<file path="src/rtl/fgscm_pkg.sv">
// shared constants, state types and carriers of the standard-command map
package fgscm_pkg;
  // host-visible command codes, low byte of each pair
  localparam logic [7:0] CMD_CTRL         = 8'h00;
  localparam logic [7:0] CMD_AT_RATE      = 8'h02;
  localparam logic [7:0] CMD_AT_RATE_EMPT = 8'h04;
  localparam logic [7:0] CMD_THERMAL      = 8'h06;
  localparam logic [7:0] CMD_POTENTIAL    = 8'h08;
  localparam logic [7:0] CMD_STATUS_BITS  = 8'h0A;
  localparam logic [7:0] CMD_NOM_CAP      = 8'h0C;
  localparam logic [7:0] CMD_FULL_AVAIL   = 8'h0E;
  localparam logic [7:0] CMD_REMAIN       = 8'h10;
  localparam logic [7:0] CMD_FULL_CHG     = 8'h12;
  localparam logic [7:0] CMD_AVG_CUR      = 8'h14;
  localparam logic [7:0] CMD_EMPTY_TIME   = 8'h16;
  localparam logic [7:0] CMD_FULL_TIME    = 8'h18;
  localparam logic [7:0] CMD_STBY_CUR     = 8'h1A;
  localparam logic [7:0] CMD_STBY_EMPTY   = 8'h1C;
  localparam logic [7:0] CMD_MAXL_CUR     = 8'h1E;
  localparam logic [7:0] CMD_MAXL_EMPTY   = 8'h20;
  localparam logic [7:0] CMD_AVAIL_ENERGY = 8'h22;
  localparam logic [7:0] CMD_AVG_POWER    = 8'h24;
  localparam logic [7:0] CMD_CP_EMPTY     = 8'h26;
  localparam logic [7:0] CMD_RESERVED     = 8'h28;
  localparam logic [7:0] CMD_CYCLES       = 8'h2A;
  localparam logic [7:0] CMD_CHARGE_PCT   = 8'h2C;
  // user storage: block select and a 32-byte window
  localparam logic [7:0] CMD_MIB_SEL      = 8'h3E;
  localparam logic [7:0] CMD_MIB_FIRST    = 8'h40;
  localparam logic [7:0] CMD_MIB_LAST     = 8'h5F;
  localparam logic [7:0] MIB_BLOCKS       = 8'h03;
  localparam int         MIB_BYTES        = 96;
  // control subcommands acted on here
  localparam logic [15:0] SUB_SET_DEEP    = 16'h0010;
  localparam logic [15:0] SUB_SET_DORMANT = 16'h0011;
  localparam logic [15:0] SUB_CLR_DORMANT = 16'h0012;
  localparam logic [15:0] SUB_SET_PREOFF  = 16'h0013;
  localparam logic [15:0] SUB_CLR_PREOFF  = 16'h0014;
  localparam logic [15:0] SUB_LOCK        = 16'h0020;
  // bus address, arbitrary default
  localparam logic [6:0]  DEV_ADDR_DFLT   = 7'h2A;
  localparam logic [15:0] AT_RATE_RST     = 16'h0000;
  localparam logic [3:0]  BITS_PER_BYTE   = 4'h8;

  typedef enum logic [2:0] {
    PWR_NORMAL, PWR_LIGHT_SLEEP, PWR_DEEP_SLEEP, PWR_DORMANT, PWR_PRE_POWER_OFF
  } fgscm_pwr_t;
  typedef enum logic [2:0] {
    I2C_IDLE, I2C_ADDR, I2C_ACK_ADDR, I2C_WR_BYTE, I2C_ACK_WR, I2C_RD_BYTE, I2C_ACK_RD
  } fgscm_i2c_t;

  typedef struct packed { logic scl; logic sda; } fgscm_pin_in_t;
  typedef struct packed { logic sda_out; logic sda_oe_b; } fgscm_pin_out_t;
  typedef struct packed { logic valid; logic [15:0] word; } fgscm_ctrl_t;
  typedef struct packed {
    logic [15:0] at_rate_empt, potential_mv, status_bits, nom_cap, full_avail_cap;
    logic [15:0] remain_cap, full_chg_cap, avg_current, empty_time, full_time;
    logic [15:0] stby_current, stby_empty, maxl_current, maxl_empty, avail_energy;
    logic [15:0] avg_power, cp_empty, cycles, charge_pct;
  } fgscm_meas_t;
  typedef struct packed {
    logic bus_wake, deep_set, dormant_set, dormant_clr, preoff_en, preoff_dis;
  } fgscm_pwr_req_t;

  typedef struct packed { logic q1, q2, q3, lvl; } fgscm_sync_t;
  localparam fgscm_sync_t SYNC_RST = '{default: 1'b1};

  typedef struct packed {
    fgscm_pwr_t mode;
    logic deep, dormant, preoff_en;
  } fgscm_pwr_st_t;
  localparam fgscm_pwr_st_t PWR_RST = '{mode: PWR_NORMAL, default: 1'b0};

  typedef struct packed {
    fgscm_i2c_t st;
    logic scl_d, sda_d, rd, first, ackd, locked, sda_out, sda_oe_b, ctrl_valid;
    logic [3:0] bitcnt;
    logic [7:0] shreg, ptr, ctrl_lo;
    logic [15:0] at_rate, ctrl_word;
    logic [1:0] mib_sel;
    logic [MIB_BYTES-1:0][7:0] mib;
    fgscm_pwr_req_t preq;
  } fgscm_core_t;
  localparam fgscm_core_t CORE_RST = '{st: I2C_IDLE, scl_d: 1'b1, sda_d: 1'b1,
    sda_oe_b: 1'b1, at_rate: AT_RATE_RST, default: '0};
endpackage

</file>
<file path="src/rtl/fgscm_pin_sync.sv">
// three-stage pin synchroniser with agreement filter
`timescale 1ns/1ps
module fgscm_pin_sync (
  // clock and reset
  input  wire logic clk,
  input  wire logic rst_b,
  // pin and filtered level
  input  wire logic pin,
  output logic      lvl
);
  fgscm_pkg::fgscm_sync_t r;
  fgscm_pkg::fgscm_sync_t next_r;

  always_comb begin
    next_r = r;
    next_r.q1 = pin;
    next_r.q2 = r.q1;
    next_r.q3 = r.q2;
    if (r.q2 == r.q3) begin
      next_r.lvl = r.q3;
    end
  end

  always_ff @(posedge clk) begin
    if (!rst_b) begin
      r <= fgscm_pkg::SYNC_RST;
    end else begin
      r <= next_r;
    end
  end

  assign lvl = r.lvl;
endmodule

</file>
<file path="src/rtl/fgscm_pwr.sv">
// automatic power-mode sequencer
`timescale 1ns/1ps
module fgscm_pwr (
  // clock and reset
  input  wire logic                      clk,
  input  wire logic                      rst_b,
  // requests and conditions
  input  wire fgscm_pkg::fgscm_pwr_req_t req,
  input  wire logic                      sleep_ok,
  input  wire logic                      power_fail,
  // current mode
  output fgscm_pkg::fgscm_pwr_t          mode
);
  fgscm_pkg::fgscm_pwr_st_t r;
  fgscm_pkg::fgscm_pwr_st_t next_r;

  always_comb begin
    next_r = r;
    if (req.deep_set) next_r.deep = 1'b1;
    if (req.dormant_set) next_r.dormant = 1'b1;
    else if (req.dormant_clr) next_r.dormant = 1'b0;
    if (req.preoff_en) next_r.preoff_en = 1'b1;
    else if (req.preoff_dis) next_r.preoff_en = 1'b0;
    if (r.preoff_en && power_fail && r.mode != fgscm_pkg::PWR_PRE_POWER_OFF) begin
      next_r.mode = fgscm_pkg::PWR_PRE_POWER_OFF;
    end else begin
      case (r.mode)
        fgscm_pkg::PWR_NORMAL: begin
          if (sleep_ok && !req.bus_wake) next_r.mode = fgscm_pkg::PWR_LIGHT_SLEEP;
        end
        fgscm_pkg::PWR_LIGHT_SLEEP: begin
          if (!sleep_ok || req.bus_wake) next_r.mode = fgscm_pkg::PWR_NORMAL;
          else if (r.dormant) next_r.mode = fgscm_pkg::PWR_DORMANT;
          else if (r.deep) next_r.mode = fgscm_pkg::PWR_DEEP_SLEEP;
        end
        fgscm_pkg::PWR_DEEP_SLEEP: begin
          // any traffic drops back to light sleep and forgets the request
          if (req.bus_wake || !sleep_ok) begin
            next_r.deep = 1'b0;
            next_r.mode = req.bus_wake ? fgscm_pkg::PWR_LIGHT_SLEEP : fgscm_pkg::PWR_NORMAL;
          end
        end
        fgscm_pkg::PWR_DORMANT: begin
          if (req.bus_wake || !sleep_ok || req.dormant_clr) begin
            next_r.dormant = 1'b0;
            next_r.mode = fgscm_pkg::PWR_NORMAL;
          end
        end
        fgscm_pkg::PWR_PRE_POWER_OFF: begin
          if (!power_fail) next_r.mode = fgscm_pkg::PWR_NORMAL;
        end
        default: next_r.mode = fgscm_pkg::PWR_NORMAL;
      endcase
    end
  end

  always_ff @(posedge clk) begin
    if (!rst_b) r <= fgscm_pkg::PWR_RST;
    else r <= next_r;
  end

  assign mode = r.mode;
endmodule

</file>
<file path="src/rtl/fgscm_top.sv">
// standard-command map of the fuel gauge behind its serial two-wire port
`timescale 1ns/1ps
module fgscm_top #(
  parameter logic [6:0] DEV_ADDR = fgscm_pkg::DEV_ADDR_DFLT
) (
  // clock and reset
  input  wire logic                      clk,
  input  wire logic                      rst_b,
  // serial port pins
  input  wire fgscm_pkg::fgscm_pin_in_t  pin_in,
  output fgscm_pkg::fgscm_pin_out_t      pin_out,
  // gauge core quantities
  input  wire fgscm_pkg::fgscm_meas_t    meas,
  input  wire logic [15:0]               therm_ext,
  input  wire logic [15:0]               therm_int,
  input  wire logic                      temp_src_internal,
  input  wire logic [15:0]               ctrl_rsp,
  // power conditions
  input  wire logic                      sleep_ok,
  input  wire logic                      power_fail,
  // control and status out
  output fgscm_pkg::fgscm_ctrl_t         ctrl_cmd,
  output logic [15:0]                    at_rate_setpoint,
  output logic                           locked,
  output fgscm_pkg::fgscm_pwr_t          pwr_mode
);
  fgscm_pkg::fgscm_core_t r;
  fgscm_pkg::fgscm_core_t next_r;
  logic                   scl;
  logic                   sda;
  logic                   rise;
  logic                   fall;
  logic                   start;
  logic                   stop;
  logic                   byte_done;
  logic                   wr_fire;
  logic [6:0]             mib_idx;
  logic [15:0]            temp_word;

  fgscm_pin_sync u_scl_sync (
    .clk   (clk),
    .rst_b (rst_b),
    .pin   (pin_in.scl),
    .lvl   (scl)
  );

  fgscm_pin_sync u_sda_sync (
    .clk   (clk),
    .rst_b (rst_b),
    .pin   (pin_in.sda),
    .lvl   (sda)
  );

  fgscm_pwr u_pwr (
    .clk        (clk),
    .rst_b      (rst_b),
    .req        (r.preq),
    .sleep_ok   (sleep_ok),
    .power_fail (power_fail),
    .mode       (pwr_mode)
  );

  assign rise      = !r.scl_d && scl;
  assign fall      = r.scl_d && !scl;
  assign start     = r.scl_d && scl && r.sda_d && !sda;
  assign stop      = r.scl_d && scl && !r.sda_d && sda;
  assign byte_done = fall && r.bitcnt == fgscm_pkg::BITS_PER_BYTE;
  assign wr_fire   = !start && !stop && r.st == fgscm_pkg::I2C_WR_BYTE && byte_done && !r.first;
  // block select picks one 32-byte block, low code bits give the offset
  assign mib_idx   = {r.mib_sel, 5'h00} + {2'h0, r.ptr[4:0]};
  assign temp_word = temp_src_internal ? therm_int : therm_ext;

  // byte returned for a command code
  function automatic logic [7:0] rd_byte(input logic [7:0] p);
    logic [15:0] w;
    logic [6:0]  mi;
    w  = 16'h0000;
    mi = {r.mib_sel, 5'h00} + {2'h0, p[4:0]};
    case (p & 8'hFE)
      fgscm_pkg::CMD_CTRL:         w = ctrl_rsp;
      fgscm_pkg::CMD_AT_RATE:      w = r.at_rate;
      fgscm_pkg::CMD_AT_RATE_EMPT: w = meas.at_rate_empt;
      fgscm_pkg::CMD_THERMAL:      w = temp_word;
      fgscm_pkg::CMD_POTENTIAL:    w = meas.potential_mv;
      fgscm_pkg::CMD_STATUS_BITS:  w = meas.status_bits;
      fgscm_pkg::CMD_NOM_CAP:      w = meas.nom_cap;
      fgscm_pkg::CMD_FULL_AVAIL:   w = meas.full_avail_cap;
      fgscm_pkg::CMD_REMAIN:       w = meas.remain_cap;
      fgscm_pkg::CMD_FULL_CHG:     w = meas.full_chg_cap;
      fgscm_pkg::CMD_AVG_CUR:      w = meas.avg_current;
      fgscm_pkg::CMD_EMPTY_TIME:   w = meas.empty_time;
      fgscm_pkg::CMD_FULL_TIME:    w = meas.full_time;
      fgscm_pkg::CMD_STBY_CUR:     w = meas.stby_current;
      fgscm_pkg::CMD_STBY_EMPTY:   w = meas.stby_empty;
      fgscm_pkg::CMD_MAXL_CUR:     w = meas.maxl_current;
      fgscm_pkg::CMD_MAXL_EMPTY:   w = meas.maxl_empty;
      fgscm_pkg::CMD_AVAIL_ENERGY: w = meas.avail_energy;
      fgscm_pkg::CMD_AVG_POWER:    w = meas.avg_power;
      fgscm_pkg::CMD_CP_EMPTY:     w = meas.cp_empty;
      fgscm_pkg::CMD_RESERVED:     w = 16'h0000;
      fgscm_pkg::CMD_CYCLES:       w = meas.cycles;
      fgscm_pkg::CMD_CHARGE_PCT:   w = meas.charge_pct;
      default:                     w = 16'h0000;
    endcase
    if (p >= fgscm_pkg::CMD_MIB_FIRST && p <= fgscm_pkg::CMD_MIB_LAST) begin
      rd_byte = r.mib[mi];
    end else if (p == fgscm_pkg::CMD_MIB_SEL) begin
      rd_byte = {6'h00, r.mib_sel};
    end else begin
      rd_byte = p[0] ? w[15:8] : w[7:0];
    end
  endfunction

  always_comb begin
    next_r = r;
    next_r.scl_d = scl;
    next_r.sda_d = sda;
    next_r.ctrl_valid = 1'b0;
    next_r.preq = '0;
    if (start) begin
      next_r.st = fgscm_pkg::I2C_ADDR;
      next_r.bitcnt = 4'h0;
      next_r.sda_oe_b = 1'b1;
      next_r.preq.bus_wake = 1'b1;
    end else if (stop) begin
      next_r.st = fgscm_pkg::I2C_IDLE;
      next_r.sda_oe_b = 1'b1;
    end else begin
      case (r.st)
        fgscm_pkg::I2C_IDLE: begin
          next_r.sda_oe_b = 1'b1;
        end
        fgscm_pkg::I2C_ADDR: begin
          if (rise && r.bitcnt < fgscm_pkg::BITS_PER_BYTE) begin
            next_r.shreg = {r.shreg[6:0], sda};
            next_r.bitcnt = r.bitcnt + 4'h1;
          end else if (byte_done) begin
            if (r.shreg[7:1] == DEV_ADDR && pwr_mode == fgscm_pkg::PWR_NORMAL) begin
              next_r.sda_oe_b = 1'b0;
              next_r.rd = r.shreg[0];
              next_r.first = !r.shreg[0];
              next_r.st = fgscm_pkg::I2C_ACK_ADDR;
            end else begin
              next_r.st = fgscm_pkg::I2C_IDLE;
            end
          end
        end
        fgscm_pkg::I2C_ACK_ADDR: begin
          if (fall) begin
            if (r.rd) begin
              next_r.shreg = rd_byte(r.ptr);
              next_r.sda_oe_b = next_r.shreg[7];
              next_r.bitcnt = 4'h1;
              next_r.st = fgscm_pkg::I2C_RD_BYTE;
            end else begin
              next_r.sda_oe_b = 1'b1;
              next_r.bitcnt = 4'h0;
              next_r.st = fgscm_pkg::I2C_WR_BYTE;
            end
          end
        end
        fgscm_pkg::I2C_WR_BYTE: begin
          if (rise && r.bitcnt < fgscm_pkg::BITS_PER_BYTE) begin
            next_r.shreg = {r.shreg[6:0], sda};
            next_r.bitcnt = r.bitcnt + 4'h1;
          end else if (byte_done) begin
            next_r.sda_oe_b = 1'b0;
            next_r.st = fgscm_pkg::I2C_ACK_WR;
            if (r.first) begin
              // first byte after the address selects the command code
              next_r.ptr = r.shreg;
              next_r.first = 1'b0;
            end else begin
              next_r.ptr = r.ptr + 8'h01;
              case (r.ptr)
                fgscm_pkg::CMD_CTRL: next_r.ctrl_lo = r.shreg;
                fgscm_pkg::CMD_CTRL + 8'h01: begin
                  // subcommand completes on its high byte
                  next_r.ctrl_word = {r.shreg, r.ctrl_lo};
                  next_r.ctrl_valid = 1'b1;
                  case ({r.shreg, r.ctrl_lo})
                    fgscm_pkg::SUB_SET_DEEP:    next_r.preq.deep_set = 1'b1;
                    fgscm_pkg::SUB_SET_DORMANT: next_r.preq.dormant_set = 1'b1;
                    fgscm_pkg::SUB_CLR_DORMANT: next_r.preq.dormant_clr = 1'b1;
                    fgscm_pkg::SUB_SET_PREOFF:  next_r.preq.preoff_en = 1'b1;
                    fgscm_pkg::SUB_CLR_PREOFF:  next_r.preq.preoff_dis = 1'b1;
                    fgscm_pkg::SUB_LOCK:        next_r.locked = 1'b1;
                    default:                    next_r.locked = r.locked;
                  endcase
                end
                fgscm_pkg::CMD_AT_RATE: next_r.at_rate[7:0] = r.shreg;
                fgscm_pkg::CMD_AT_RATE + 8'h01: next_r.at_rate[15:8] = r.shreg;
                fgscm_pkg::CMD_MIB_SEL: begin
                  if (r.shreg < fgscm_pkg::MIB_BLOCKS) next_r.mib_sel = r.shreg[1:0];
                end
                default: begin
                  // every other standard pair is read-only, reserved pair included
                  if (r.ptr >= fgscm_pkg::CMD_MIB_FIRST && r.ptr <= fgscm_pkg::CMD_MIB_LAST) begin
                    next_r.mib[mib_idx] = r.shreg;
                  end
                end
              endcase
            end
          end
        end
        fgscm_pkg::I2C_ACK_WR: begin
          if (fall) begin
            next_r.sda_oe_b = 1'b1;
            next_r.bitcnt = 4'h0;
            next_r.st = fgscm_pkg::I2C_WR_BYTE;
          end
        end
        fgscm_pkg::I2C_RD_BYTE: begin
          if (byte_done) begin
            next_r.sda_oe_b = 1'b1;
            next_r.ptr = r.ptr + 8'h01;
            next_r.st = fgscm_pkg::I2C_ACK_RD;
          end else if (fall) begin
            next_r.sda_oe_b = r.shreg[6];
            next_r.shreg = {r.shreg[6:0], 1'b0};
            next_r.bitcnt = r.bitcnt + 4'h1;
          end
        end
        fgscm_pkg::I2C_ACK_RD: begin
          if (rise) begin
            next_r.ackd = !sda;
          end else if (fall) begin
            if (r.ackd) begin
              next_r.shreg = rd_byte(r.ptr);
              next_r.sda_oe_b = next_r.shreg[7];
              next_r.bitcnt = 4'h1;
              next_r.st = fgscm_pkg::I2C_RD_BYTE;
            end else begin
              next_r.st = fgscm_pkg::I2C_IDLE;
            end
          end
        end
        default: next_r.st = fgscm_pkg::I2C_IDLE;
      endcase
    end
  end

  always_ff @(posedge clk) begin
    if (!rst_b) begin
      r <= fgscm_pkg::CORE_RST;
    end else begin
      r <= next_r;
    end
  end

  assign pin_out.sda_out   = r.sda_out;
  assign pin_out.sda_oe_b  = r.sda_oe_b;
  assign ctrl_cmd.valid    = r.ctrl_valid;
  assign ctrl_cmd.word     = r.ctrl_word;
  assign at_rate_setpoint  = r.at_rate;
  assign locked            = r.locked;

  logic rd_load;
  assign rd_load = !start && !stop && fall && ((r.st == fgscm_pkg::I2C_ACK_ADDR && r.rd)
                   || (r.st == fgscm_pkg::I2C_ACK_RD && r.ackd));
endmodule

</file>
<file path="config.mk">
export PLATFORM = sky130hd
export DESIGN_NAME = fgscm_top
export DESIGN_NICKNAME = d
export VERILOG_FILES = /design/src/rtl/fgscm_pkg.sv /design/src/rtl/fgscm_pin_sync.sv /design/src/rtl/fgscm_pwr.sv /design/src/rtl/fgscm_top.sv
export SDC_FILE = /design/constraint.sdc
export NUM_CORES = 2
export LEC_CHECK = 0
export BUFFER_PORTS_ARGS = -buffer_cell sky130_fd_sc_hd__buf_4
export CAP_MARGIN = 20
export CORE_MARGIN = 10
export CORE_UTILIZATION = 50
export DETAILED_ROUTE_END_ITERATION = 6
export PLACE_DENSITY = 0.67
export SYNTH_ARGS = -nofsm -noshare
export SYNTH_HDL_FRONTEND = slang
export SYNTH_SLANG_ARGS = --single-unit
</file>
<file path="constraint.sdc">
create_clock -name clk -period 7.87 [get_ports clk]
set_input_delay 0.3935 -clock clk [delete_from_list [all_inputs] [get_ports clk]]
set_output_delay 0.3935 -clock clk [all_outputs]
set_load 0.1 [all_outputs]
</file>
==> flow_summary.toml <==
[setup_path]
path_cells = "buf_4 > nor4bb_4 > buf_4 > and2_0 > a221oi_1 > nand4_1 > o31ai_1 > a41oi_1"
required_ns = 8.37
worst_path_most_repeated_cell = "buf_4"
critical-path-slowest-cell = "a221oi_1"
path_class = "flop to flop"
crit_family = "compound AO/OA/AOI/OAI gates"
worstSetupStartpointType = "flop"
cp.arrival_ns = 5.00
cp_max_fo = 38
critPathMaxStageDelay_ns = 0.77
crit_buf_inv = 2
worstSetupEndpointType = "flop"

[synth]
synth_area_leaders = "dfxtp_1, nand2_1, a21oi_1"
yosys_register_bits = 861
syn_area_per_cell_sq_um = 7.77
syn-num-nets = 5698
yosysWarnings = 0
synthArstFlopShare = 0
yosysUniqueCellTypes = 89
postSynthCellCount = 5333
synth_ff_type = "dfxtp_1"
yosys.area.top_type = "dfxtp_1"
synth_edf_count = 0
netlist.area_leader.share = 0.416
seq_area_frac_synth = 0.416
netlist_area_sq_um = 41400

[global_route]
busiest_layer = "met2"
grt_pass1_vias = 39500
grt_antenna_before_repair = 3
overflow = 0
grt_pass1_wl_microns = 271000
use_met3 = 0.107
gr-usage-met1 = 0.484
grt_max_degree = 193
track_usage = 0.376
grtUsageMet2 = 0.555

[routing]
post_drt_via_cell_ratio = 6.50
first_pass_iters = 7
drtAntennaViolNets = 0
routed_wl_microns = 188000
drtIter0Drc = 6486
drcViolationCount = 5
vias = 43100
wire_per_inst_microns = 28.4

[run]
drv_cap = 0

[clock_tree]
cts_made_buffers = 93
clkSlewWorstSetupHoldPaths_ns = 0.06
htreeDepth = 3
clock_latency_ns = 0.68
cts_resized = 0
cts_sinks = 861
clk_path_buf_depth = 3
cts_root_buf = "clkbuf_16"
cts_tree = "done"

[power_and_ir_drop]
pwr-share-seq = 0.466
p_per_area_nw_per_um2 = 199
ir_drop_v = 0.000194
leakage_uw = 0.0161
power_frac_comb = 0.056
power_switching_uw = 2360
p_int_uw = 7200
p_clk_frac = 0.478
swShare = 0.247
power.total_uw = 9550

[floorplanning]
io_pins = 398
die_area_sq_um = 94800
core-area_sq_um = 82100
die_w_microns = 308
die_h_microns = 308
rows = 105
initial_core_util = 0.505

[layout]
areaGrowthSynthToFinish_pct = 15.6
drive_gt1_frac = 0.166
fin_util = 0.584
fin_nets = 5842

[timing]
hold_violations = 0
finalSetupViolCount = 0
drv_slew = 0
clock_skew_ns = 0.0344
min_period_ns = 4.51
timing.fmax_ghz = 0.222
timing.slew.headroom = 0.204
worst_pin_slew_ns = 1.19
finalSetupTns_ns = 0
finalCritPeriodShare = 0.572
rsz0062_at_grt = "no"

[outcome]
status = "complete, but fails checks"
violations = "DRC"

[placement]
hpwlAfterDp_microns = 125000
portBuffers = 396
gp_congestion = 1.08

[min_path]
hold_path_class = "input port to flop"
[power by group through the flow]
| stage | clock, uW | combinational [uW] | sequential, uW |
|---|---|---|---|
| 3_3_place_gp | 0 | 516 | 4540 |
| 6_report | 4570 | 536 | 4450 |
| 4_1_cts | 4570 | 518 | 4440 |
| 2_1_floorplan | 0 | 284 | 4470 |
| 3_5_place_dp | 0 | 516 | 4540 |
| 5_1_grt | 4760 | 545 | 4450 |
[kinds of logic after synthesis]
group / Yosys count / synth area share
other: 1 / 0.0000905
multiplexers: 248 / 0.0815
XOR/XNOR: 2 / 0.000423
adder cells (fa/ha/maj): 6 / 0.00181
flip-flops: 861 / 0.416
AO/OA/AOI/OAI: 1441 / 0.211
buffers and inverters: 456 / 0.0495
AND/OR/NAND/NOR: 2318 / 0.240
[cell usage in the layout, fill, tap and decap left out, types with 17 or more instances in the layout]
master and instances:
mux4_2 63, nand2b_1 19, mux2i_1 98, clkbuf_8 21, nand3_1 53, nor2_1 207
nand2_1 1792, a22o_1 26, a221o_1 23, nand2_4 32, mux2_2 87, buf_4 477
o21ai_0 90, clkinv_2 17, a21oi_1 891, o211ai_1 26, dfxtp_1 848, clkbuf_1 22
a22oi_1 91, nor3_1 23, a31oi_1 20, a221oi_1 103, nor2_4 37, clkbuf_16 96
[Yosys cell counts (32+ instances only)]
master / count
mux2_2: 87
a22oi_1: 91
nor2_4: 36
a221oi_1: 103
dfxtp_1: 861
a21oi_1: 891
mux2i_1: 98
nand3_1: 53
clkbuf_1: 265
o21ai_0: 90
buf_4: 54
nand2_4: 32
mux4_2: 63
nor2_1: 210
nand2_1: 1793
buf_2: 104
[final cells by class]
cell class                 instances  area (sq um)
antenna                            1          2.50
clock buffer                     139          2770
clock inverter                    34           408
fill                            7520         34200
inverter                          18          76.3
multi-input combinational       4016         22300
sequential                       861         17300
tap                             1070          1340
timing repair buffer             487          3730
[per-stage QoR]
stage	setup slack, ns	instances	hold WS (ns)	area [sq um]
finish	3.36	6626	0.126	47900
global route	3.33	6625	0.141	47900
CTS	3.55	6623	0.120	47900
detailed placement	3.58	6447	0.404	44700
global placement	3.58	6445	0.409	44700
floorplan	5.31	5333	0.386	41400
[layer usage]
| layer | part of all wire | wire [microns] |
|---|---|---|
| met1 | 0.37 | 70400 |
| met2 | 0.43 | 80000 |
| met3 | 0.13 | 24500 |
| met4 | 0.069 | 12900 |
| met5 | 0.00019 | 36 |
[worst paths after layout]
kind                            slack, ns                    to                  from  cells after the start
worst min-delay path                 0.13                r[843]                 rst_b                      2
worst max-delay path                 3.36                r[829]                r[817]                      8
worst max register to register       3.36                r[829]                r[817]                      8
worst min register to register       0.42  u_sda_sync.next_r[1]  u_sda_sync.next_r[2]                      1
[what timing repair did]
| action | CTS | global route |
|---|---|---|
| endpoints found under the setup margin | 0 | 0 |
| hold endpoints to repair | 3 | 0 |
| setup buffers | 0 | 0 |
| hold buffers | 3 | 0 |
No activity file was read; power rests on OpenSTA's default activity.
